## src/common/mif_map.vh

```
// Register map, field positions and reset values of the interrupt flag block
`ifndef MIF_MAP_VH
`define MIF_MAP_VH

// Register addresses and address width
`define MIF_ADDR_W          10
`define MIF_ADDR_FLAGS      10'h004
`define MIF_ADDR_MASK       10'h006

// Register width, reset values and implemented-bit mask
`define MIF_REG_W           16
`define MIF_FLAGS_RESET     16'h0000
`define MIF_MASK_RESET      16'h0000
`define MIF_IMPL_BITS       16'hFF0F

// Flag bit positions
`define MIF_BIT_OVERRUN     15
`define MIF_BIT_DONE        14
`define MIF_BIT_REACT_DIR   13
`define MIF_BIT_REAL_DIR    12
`define MIF_BIT_ZX_MISS     11
`define MIF_BIT_LOW_V       10
`define MIF_BIT_HIGH_V      9
`define MIF_BIT_HIGH_I      8
`define MIF_BIT_VSUM        3
`define MIF_BIT_ACC_OVF     2
`define MIF_BIT_CSUM        1
`define MIF_BIT_SUPPLY      0

`endif

```

## src/mif_chan_mon.v

```verilog
// Per-voltage-channel monitor over one processing cycle
`default_nettype none

module mif_chan_mon #(
    parameter W = 16
) (
    // Clock and reset
    input  wire         clk,
    input  wire         rst,
    // Cycle framing
    input  wire         cycle_start,
    input  wire         cycle_done,
    // Samples
    input  wire         sample_valid,
    input  wire [W-1:0] sample,
    input  wire         zero_cross,
    // Thresholds
    input  wire [W-1:0] low_thr,
    input  wire [W-1:0] high_thr,
    // Events; zx_missing and low_trip are one-cycle pulses, high_trip stays high while samples exceed high_thr
    output reg          zx_missing,
    output reg          low_trip,
    output reg          high_trip
);

    reg          zx_seen_reg;
    reg          above_low_reg;
    wire [W-1:0] abs_val;
    wire         hit_low;

    // Most negative code wraps to itself; still reads as large
    assign abs_val = sample[W-1] ? (~sample + {{(W-1){1'b0}}, 1'b1}) : sample;
    assign hit_low = sample_valid && (abs_val > low_thr);

    always @(posedge clk) begin
        if (rst) begin
            zx_seen_reg   <= 1'b0;
            above_low_reg <= 1'b0;
            zx_missing    <= 1'b0;
            low_trip      <= 1'b0;
            high_trip     <= 1'b0;
        end else begin
            // missing zero crossing
            zx_missing <= cycle_done && !(zx_seen_reg || zero_cross);
            // never above low
            low_trip   <= cycle_done && !(above_low_reg || hit_low);
            // above high threshold
            high_trip  <= sample_valid && (abs_val > high_thr);
            if (cycle_start || cycle_done) begin
                zx_seen_reg   <= 1'b0;
                above_low_reg <= 1'b0;
            end else begin
                if (zero_cross)
                    zx_seen_reg <= 1'b1;
                if (hit_low)
                    above_low_reg <= 1'b1;
            end
        end
    end

endmodule // mif_chan_mon

`default_nettype wire

```

## src/mif_flags.v

```verilog
// Interrupt request flag and mask registers with event detection
//
// Behaviour
// Bit 15 sets when a new processing cycle starts before the previous one finished.
// On overrun the host should slow the sample rate or disable fundamental calculations.
// Bit 14 sets each time a processing cycle completes.
// Bit 13 sets when the reactive energy direction reverses.
// Bit 12 sets when the real energy direction reverses.
// Bit 11 sets when a voltage channel sees no zero crossing in a whole cycle.
// Bit 10 sets when a voltage channel never exceeds the low threshold in a cycle.
// Bit 9 sets when any voltage channel magnitude exceeds the high voltage threshold.
// Bit 8 sets when any current channel magnitude exceeds the high current threshold.
// Bit 3 sets when the current vector sum exceeds its threshold.
// Bit 2 sets when any energy accumulator overflows its top bit.
// Bit 1 sets whenever the configuration checksum changes value.
// The host should examine any checksum change before trusting the metering.
// Bit 0 sets when supply failure is imminent.
// The host clears each serviced flag, else the interrupt keeps asserting.
// A flag drives the active-low interrupt only while its mask bit is set.
// Bits 7 to 4 read as zero and ignore writes.
`include "mif_map.vh"
`default_nettype none

module mif_flags #(
    parameter W  = 16,
    parameter NV = 3,
    parameter NI = 4
) (
    // Clock and reset
    input  wire                   CLOCK,
    input  wire                   SYS_RST,
    // Register access from the serial port decoder
    input  wire [`MIF_ADDR_W-1:0] REG_ADDR,
    input  wire                   REG_WR,
    input  wire [`MIF_REG_W-1:0]  REG_WDATA,
    input  wire                   REG_RD,
    output reg  [`MIF_REG_W-1:0]  REG_RDATA,
    output reg                    REG_RVALID,
    // Processing cycle framing
    input  wire                   CYCLE_START,
    input  wire                   CYCLE_DONE,
    // Energy direction, sampled at cycle completion
    input  wire                   REAL_ENERGY_NEG,
    input  wire                   REACT_ENERGY_NEG,
    // Instantaneous samples, signed, packed per channel
    input  wire                   SAMPLE_VALID,
    input  wire [NV*W-1:0]        VOLT_SAMPLE,
    input  wire [NV-1:0]          VOLT_ZERO_CROSS,
    input  wire [NI*W-1:0]        CURR_SAMPLE,
    input  wire [W-1:0]           CURR_VECTOR_SUM,
    // Thresholds
    input  wire [W-1:0]           LOW_VOLTAGE_THRESHOLD,
    input  wire [W-1:0]           HIGH_VOLTAGE_THRESHOLD,
    input  wire [W-1:0]           HIGH_CURRENT_THRESHOLD,
    input  wire [W-1:0]           VECTOR_SUM_THRESHOLD,
    // Accumulator overflow pulses and checksum
    input  wire                   ACCUM_OVERFLOW,
    input  wire                   CONFIG_CHECKSUM_VALID,
    input  wire [`MIF_REG_W-1:0]  CONFIG_CHECKSUM,
    // Supply monitor pin, asynchronous
    input  wire                   SUPPLY_FAIL_PIN,
    // Interrupt request, active low
    output reg                    IRQ_N
);

    reg  [`MIF_REG_W-1:0] interrupt_request_flags_reg;
    reg  [`MIF_REG_W-1:0] interrupt_request_flags_next;
    reg  [`MIF_REG_W-1:0] interrupt_mask_reg;
    reg  [`MIF_REG_W-1:0] event_vec;
    reg  [`MIF_REG_W-1:0] clear_vec;
    reg                   busy_reg;
    reg                   real_neg_reg;
    reg                   react_neg_reg;
    reg                   dir_valid_reg;
    reg  [`MIF_REG_W-1:0] csum_reg;
    reg                   csum_valid_reg;
    reg                   supply_meta_reg;
    reg                   supply_sync_reg;
    reg                   high_i_reg;
    reg                   vsum_reg;
    wire [NV-1:0]         zx_missing;
    wire [NV-1:0]         low_trip;
    wire [NV-1:0]         high_trip;
    wire [NI-1:0]         curr_over;

    genvar g;
    generate
        for (g = 0; g < NV; g = g + 1) begin : g_volt
            mif_chan_mon #(
                .W            (W)
            ) u_mon (
                .clk          (CLOCK),
                .rst          (SYS_RST),
                .cycle_start  (CYCLE_START),
                .cycle_done   (CYCLE_DONE),
                .sample_valid (SAMPLE_VALID),
                .sample       (VOLT_SAMPLE[g*W +: W]),
                .zero_cross   (VOLT_ZERO_CROSS[g]),
                .low_thr      (LOW_VOLTAGE_THRESHOLD),
                .high_thr     (HIGH_VOLTAGE_THRESHOLD),
                .zx_missing   (zx_missing[g]),
                .low_trip     (low_trip[g]),
                .high_trip    (high_trip[g])
            );
        end
        for (g = 0; g < NI; g = g + 1) begin : g_curr
            wire [W-1:0] s = CURR_SAMPLE[g*W +: W];
            wire [W-1:0] a = s[W-1] ? (~s + {{(W-1){1'b0}}, 1'b1}) : s;
            // current magnitude compare
            assign curr_over[g] = SAMPLE_VALID && (a > HIGH_CURRENT_THRESHOLD);
        end
    endgenerate

    // Register timing: current, vector sum, supply and voltage channel sources are registered; other events come straight from the inputs
    always @(posedge CLOCK) begin
        if (SYS_RST) begin
            busy_reg        <= 1'b0;
            real_neg_reg    <= 1'b0;
            react_neg_reg   <= 1'b0;
            dir_valid_reg   <= 1'b0;
            csum_reg        <= `MIF_FLAGS_RESET;
            csum_valid_reg  <= 1'b0;
            supply_meta_reg <= 1'b0;
            supply_sync_reg <= 1'b0;
            high_i_reg      <= 1'b0;
            vsum_reg        <= 1'b0;
        end else begin
            if (CYCLE_START)
                busy_reg <= 1'b1;
            else if (CYCLE_DONE)
                busy_reg <= 1'b0;
            if (CYCLE_DONE) begin
                real_neg_reg  <= REAL_ENERGY_NEG;
                react_neg_reg <= REACT_ENERGY_NEG;
                dir_valid_reg <= 1'b1;
            end
            if (CONFIG_CHECKSUM_VALID) begin
                csum_reg       <= CONFIG_CHECKSUM;
                csum_valid_reg <= 1'b1;
            end
            // Pin is asynchronous; two stages before use
            supply_meta_reg <= SUPPLY_FAIL_PIN;
            supply_sync_reg <= supply_meta_reg;
            high_i_reg      <= |curr_over;
            // vector sum compare
            vsum_reg        <= SAMPLE_VALID && (CURR_VECTOR_SUM > VECTOR_SUM_THRESHOLD);
        end
    end

    always @* begin
        event_vec = {`MIF_REG_W{1'b0}};
        // start while still busy
        event_vec[`MIF_BIT_OVERRUN]   = CYCLE_START && busy_reg && !CYCLE_DONE;
        // cycle complete
        event_vec[`MIF_BIT_DONE]      = CYCLE_DONE;
        // reactive direction change
        event_vec[`MIF_BIT_REACT_DIR] = CYCLE_DONE && dir_valid_reg &&
                                        (REACT_ENERGY_NEG != react_neg_reg);
        // real direction change
        event_vec[`MIF_BIT_REAL_DIR]  = CYCLE_DONE && dir_valid_reg &&
                                        (REAL_ENERGY_NEG != real_neg_reg);
        // any channel without crossing
        event_vec[`MIF_BIT_ZX_MISS]   = |zx_missing;
        // any channel stayed low
        event_vec[`MIF_BIT_LOW_V]     = |low_trip;
        // any channel too high
        event_vec[`MIF_BIT_HIGH_V]    = |high_trip;
        // any current too high
        event_vec[`MIF_BIT_HIGH_I]    = high_i_reg;
        // vector sum excess
        event_vec[`MIF_BIT_VSUM]      = vsum_reg;
        // accumulator overflow
        event_vec[`MIF_BIT_ACC_OVF]   = ACCUM_OVERFLOW;
        // checksum changed
        event_vec[`MIF_BIT_CSUM]      = CONFIG_CHECKSUM_VALID && csum_valid_reg &&
                                        (CONFIG_CHECKSUM != csum_reg);
        // supply failing, level keeps re-setting
        event_vec[`MIF_BIT_SUPPLY]    = supply_sync_reg;
    end

    always @* begin
        clear_vec = {`MIF_REG_W{1'b0}};
        // write one to clear
        if (REG_WR && (REG_ADDR == `MIF_ADDR_FLAGS))
            clear_vec = REG_WDATA;
        // reserved bits never hold state; set beats clear
        interrupt_request_flags_next = ((interrupt_request_flags_reg & ~clear_vec) | event_vec)
                                       & `MIF_IMPL_BITS;
    end

    always @(posedge CLOCK) begin
        if (SYS_RST) begin
            interrupt_request_flags_reg <= `MIF_FLAGS_RESET;
            interrupt_mask_reg          <= `MIF_MASK_RESET;
            REG_RDATA                   <= {`MIF_REG_W{1'b0}};
            REG_RVALID                  <= 1'b0;
            IRQ_N                       <= 1'b1;
        end else begin
            interrupt_request_flags_reg <= interrupt_request_flags_next;
            // reserved mask bits ignore writes
            if (REG_WR && (REG_ADDR == `MIF_ADDR_MASK))
                interrupt_mask_reg <= REG_WDATA & `MIF_IMPL_BITS;
            REG_RVALID <= REG_RD;
            if (REG_RD) begin
                case (REG_ADDR)
                    `MIF_ADDR_FLAGS: REG_RDATA <= interrupt_request_flags_reg;
                    `MIF_ADDR_MASK:  REG_RDATA <= interrupt_mask_reg;
                    default:         REG_RDATA <= {`MIF_REG_W{1'b0}};
                endcase
            end
            // masked flags drive request
            IRQ_N <= ~|(interrupt_request_flags_reg & interrupt_mask_reg);
        end
    end

endmodule // mif_flags

`default_nettype wire

```

## config.mk

```make
export PLATFORM = sky130hd
export DESIGN_NAME = mif_flags
export DESIGN_NICKNAME = d
export VERILOG_FILES = /design/src/mif_chan_mon.v /design/src/mif_flags.v
export VERILOG_INCLUDE_DIRS = /design/src /design/src/common
export SDC_FILE = /design/constraint.sdc
export NUM_CORES = 1
export LEC_CHECK = 0
export ABC_AREA = 1
export BUFFER_PORTS_ARGS = -buffer_cell sky130_fd_sc_hd__clkbuf_2
export CORE_MARGIN = 4
export CORE_UTILIZATION = 50
export DETAILED_ROUTE_END_ITERATION = 6
export HOLD_SLACK_MARGIN = 0.08
export PLACE_DENSITY = 0.76
export SLEW_MARGIN = 20
export SYNTH_ARGS = -nofsm -noshare
export SYNTH_HDL_FRONTEND = slang
export SYNTH_SLANG_ARGS = --single-unit
```

## constraint.sdc

```tcl
create_clock -name CLOCK -period 2.45 [get_ports CLOCK]
set_input_delay 0.1225 -clock CLOCK [delete_from_list [all_inputs] [get_ports CLOCK]]
set_output_delay 0.1225 -clock CLOCK [all_outputs]
set_load 0.05 [all_outputs]
```

# --- After elaboration in Yosys (flattened, before gate mapping) ---
# Index checks and enable logic that the tools add are counted.
# W data, S select, Z words.
op_classes:
  mux: 11
  n_reduce_logical: 48
  order_cmp: 11
  n_bitwise: 11
  n_eq_ne: 5
  add_sub_neg: 7
op_table:
  columns: ["cell", "n"]
  rows:
  - ["$gt A16 B16 Y1", 11]
  - ["$mux W16", 8]
  - ["$not A16 Y16", 8]
  - ["$add A16 B1 Y16 const B", 7]
  - ["$and A16 B16 Y16", 2]
  - ["$pmux W16 S2", 1]
  - ["$logic_and A1 B1 Y1", 26]
  - ["$eq A10 B3 Y1 const B", 2]
  - ["$ne A16 B16 Y1", 1]
  - ["$or A16 B16 Y16", 1]
  - ["$reduce_or A16 Y1", 1]
  - ["$reduce_or A3 Y1", 3]
  - ["$logic_not A1 Y1", 8]
  - ["$logic_or A1 B1 Y1", 7]
  - ["$reduce_or A4 Y1", 1]
  - ["$mux W1", 2]
  - ["$ne A1 B1 Y1", 2]
  - ["$reduce_bool A2 Y1", 1]
  - ["$reduce_or A2 Y1", 1]
word_totals:
  elab_cells: 124
  in_bits: 249
  output_inout_bits: 18
  register_bits: 86

# --- Depth between registers and ports, before layout ---
depth:
  ltp_word: 8
  ltp_mapped: 19
  depth_no_buf: 19

# --- Cells and area by module ---
# A second synthesis with hierarchy kept.
hier_totals:
  cells_unflattened: 1639
  hier_area_um2: 10291.1
by_module_without_submodules:
  columns: ["module", "area_per_inst_um2", "n_inst", "seq_area_each_um2", "cells_per_inst"]
  rows:
  - ["mif_flags", 5967.0, 1, 1261.2, 931]
  - ["mif_chan_mon", 1441.4, 3, 100.1, 236]

# --- Worst setup path after synthesis ---
# No wires, ideal clock.
synth_timing:
  kind: "input -> register"
  start: "input port CURR_SAMPLE[0]"
  end: "register high_i_reg"
  arrival_time_ns: 2.061
  t_required_ns: 2.339
  setup_slack_ns: 0.277
  setup_time_ns: 0.111
  cell_stages: 18
  path_buffers: 0
  path_cell_list: "inv_1 ha_1 nand3_1 nor2_1 nand2_1 nor2_1 nand2_1 nand2_1 o21ai_0 xor2_1 ha_1 nand2_1 nor4_1 nand3_1 nand2_1 nand2_1 nor2_1 nor2_1"
synth_via:
  elab_chain_cells: 6
synth_lines:
  columns: ["element", "line", "rtl"]
  rows:
  - ["start: declaration", "mif_flags.v:49", "input wire [NI*W-1:0] CURR_SAMPLE,"]
  - ["$not A16 Y16", "mif_flags.v:108", "wire [W-1:0] a = s[W-1] ? (~s + {{(W-1){1'b0}}, 1'b1}) : s;"]
  - ["$add A16 B1 Y16", "mif_flags.v:108", null]
  - ["$mux W16 *", "mif_flags.v:108", null]
  - ["$gt A16 B16 Y1 *", "mif_flags.v:110", "assign curr_over[g] = SAMPLE_VALID && (a > HIGH_CURRENT_THRESHOLD);"]
  - ["$logic_and A1 B1 Y1 *", "mif_flags.v:110", null]
  - ["$reduce_or A4 Y1 *", "mif_flags.v:144", "high_i_reg <= |curr_over;"]
  - ["end signal: assignment", "mif_flags.v:144", null]
  - ["end: declaration", "mif_flags.v:79", "reg high_i_reg;"]
# Every way passes the cells marked *; elsewhere a longest branch is shown, timed or not.
# A chain may end at the register's enable or synchronous reset.

# --- Worst setup path after layout ---
# Ends and elaborated chain as after synthesis.

==> flow_summary.yaml <==
drt:
  via_count: 10132
  wl_per_cell_um: 13.6
  wirelength_um: 27000
  ant_nets: 0
  vias_per_cell: 5.09
  drc: 0
  dr.pass1.iters: 5
  first_iter_violations: 453
timing:
  finalSetupTns_ps: 0
  drv_slew: 0
  relSlewSlack_pct: 61.5
  fin_ws_ps: 244
  finalSetupViolCount: 0
  fmax_mhz: 453
  worst_pin_slew_ps: 577
  worst_hold_slack_ps: 94.5
  finClkSkew_ps: 5.31
  min_period_ps: 2210
  post-route-period-util_pct: 90.1
  hold_viol_final: 0
final_layout:
  final_core_util_pct: 63.3
  largest_reg_flops: 16
  final_cell_mix: "nand2_1 (334), clkbuf_2 (258), inv_1 (197)"
  mostFrequentLayoutCell: "nand2_1"
  fin_nets: 2182
  drive_gt1_share_pct: 18.5
  syn_to_final_growth_pct: 24.7
power_and_ir_drop:
  pwr-share-seq_pct: 30.0
  finalPower_uw: 4580
  p_leak_uw: 0.00647
  pwr-share-comb_pct: 38.8
  p_per_area_nw_per_um2: 388
  internal-power_uw: 2990
  p_clk_share_pct: 31.2
  peakVddDrop_mv: 0.281
  power_switching_share_pct: 34.7
  power.switching_uw: 1590
cts:
  cts_root_buf: "clkbuf_16"
  cts_buffer_depth: 2
  cts_buffers: 9
  tritoncts: "yes"
  htreeDepth: 3
  clk_pin_slew_worst_paths_ps: 60
  clock_sinks: 78
  worstSkewPairLatency_ps: 330
yosys:
  async_reset_ff_share_pct: 0
  synth_area_um2: 9470
  synthDistinctLibCells: 36
  synth.avg_cell_area_um2: 6.55
  yosys_warnings: 0
  synth_seq_cells: 78
  syn_inst: 1446
  synthFlopType: "dfxtp_1"
  ys_seq_area_share_pct: 16.5
  synth_edf_count: 0
placement:
  dpl.hpwl_um: 22400
  gp_congestion: 0.941
  post-place-ws_ps: -151
  io_buffers: 258
worst_setup_path:
  cp-start-kind: "primary input"
  cp.required_ps: 2670
  critPathKind: "in2reg"
  crit_arrival_ps: 2430
  end_kind: "flop"
  cp_max_fo: 2
global_routing:
  grt_pass1_wl_um: 44000
  grt_pass1_vias: 9780
  antenna_found_initial: 1
  grt-ovfl-total: 0
  gr-usage-all-layers_pct: 24.6
  grt_max_degree: 43
floorplan:
  io_pins: 267
  dieArea_um2: 21200
  fp.dieH_um: 146
  initial_core_util_pct: 50.8
  fp-row-count: 50
  die_w_um: 146
  core_area_um2: 18600
outcome:
  status: "completed"
flow_run:
  drv_cap: 0
worst_hold_path:
  hold_path_class: "in2reg"
==> stage by stage <==
step,std cells,area (µm²)
after floorplan,1449,9480
after global placement,1938,11100
after detailed placement,1938,11100
after CTS,1989,11800
after global routing,1990,11800
final,1990,11800
==> cells by family (layout without fill, tap and decap cells) <==
group / after synthesis / count (layout) / synth area share [%]
other cells: 1 / 5 / 0.0396
buf+inv: 228 / 534 / 9.60
xor+xnor: 101 / 101 / 9.34
simple gates: 624 / 624 / 27.3
flops: 78 / 78 / 16.5
fa+ha+maj: 183 / 183 / 24.2
compound gates: 231 / 231 / 13.1
==> power groups by stage <==
stage,logic [µW],registers [µW],clock network (µW)
floorplan,1120,1420,0
global placement,1660,1400,0
detailed placement,1710,1400,0
CTS,1770,1370,1450
global route,2050,1380,1510
finish,1780,1370,1430
==> cell type report <==
cell class	instances	area, µm²
inverters	198	743
diodes	1	2.50
repair buffers	320	1840
flip-flops and latches	78	1560
fillers	1720	6840
well taps	234	293
clock buffers	9	225
clock inverters	7	96.3
multi-input cells	1143	7040
==> per-layer routing <==
layer	global-route usage, %	vias to the layer above	routed length [µm]
li1	-	5327	-
met1	28.7	4477	11600
met2	45.9	275	13400
met3	3.83	53	1220
met4	7.69	0	750
met5	0	-	0
==> cell usage after synthesis (6+ instances only) <==
master    number  area [µm²]
xor2_1        63         552
o21a_1         8        60.1
inv_1        197         739
nor3_2         6        60.1
o21ai_0       65         325
xnor2_1       38         333
o211ai_1       9        67.6
nand2_1      334        1250
or2_2          7        43.8
nor2_1       159         597
clkbuf_1      18        67.6
nand3_1       63         315
dfxtp_1       78        1560
ha_1         183        2290
nor4_1         6        37.5
nor3_1        28         140
a21oi_1      133         666
nand4_1       13        81.3
==> worst max-delay path, stage by stage <==
cell and delay (ps):
clkbuf_2 80, inv_1 70, ha_1 170, nand3_1 100, nor2_1 100, nand2_1 70, nor2_1 150, nand2_1 70
nand2_1 70, o21ai_0 100, xor2_1 160, ha_1 280, nand2_1 70, nor4_2 390, nand3_1 110, nand2_1 110
nand2_1 50, nor2_1 100, nor2_1 50
==> worst paths after layout <==
path	start	to	slack (ps)	depth (start not counted)
max	CURR_SAMPLE[0]	high_i_reg	240	19
min	REG_WDATA[9]	interrupt_mask_reg[9]	90	3
max reg2reg	csum_reg[9]	interrupt_request_flags_reg[1]	1160	7
min reg2reg	supply_meta_reg	supply_sync_reg	410	2
==> timing repair <==
item                                    4_1_cts  5_1_grt
hold endpoints to repair                     41        0
gates resized for setup                       0        7
hold buffers                                 35        0
endpoints found under the setup margin        0        8
buffers inserted                              0        0
(Power assumes the default switching activity.)
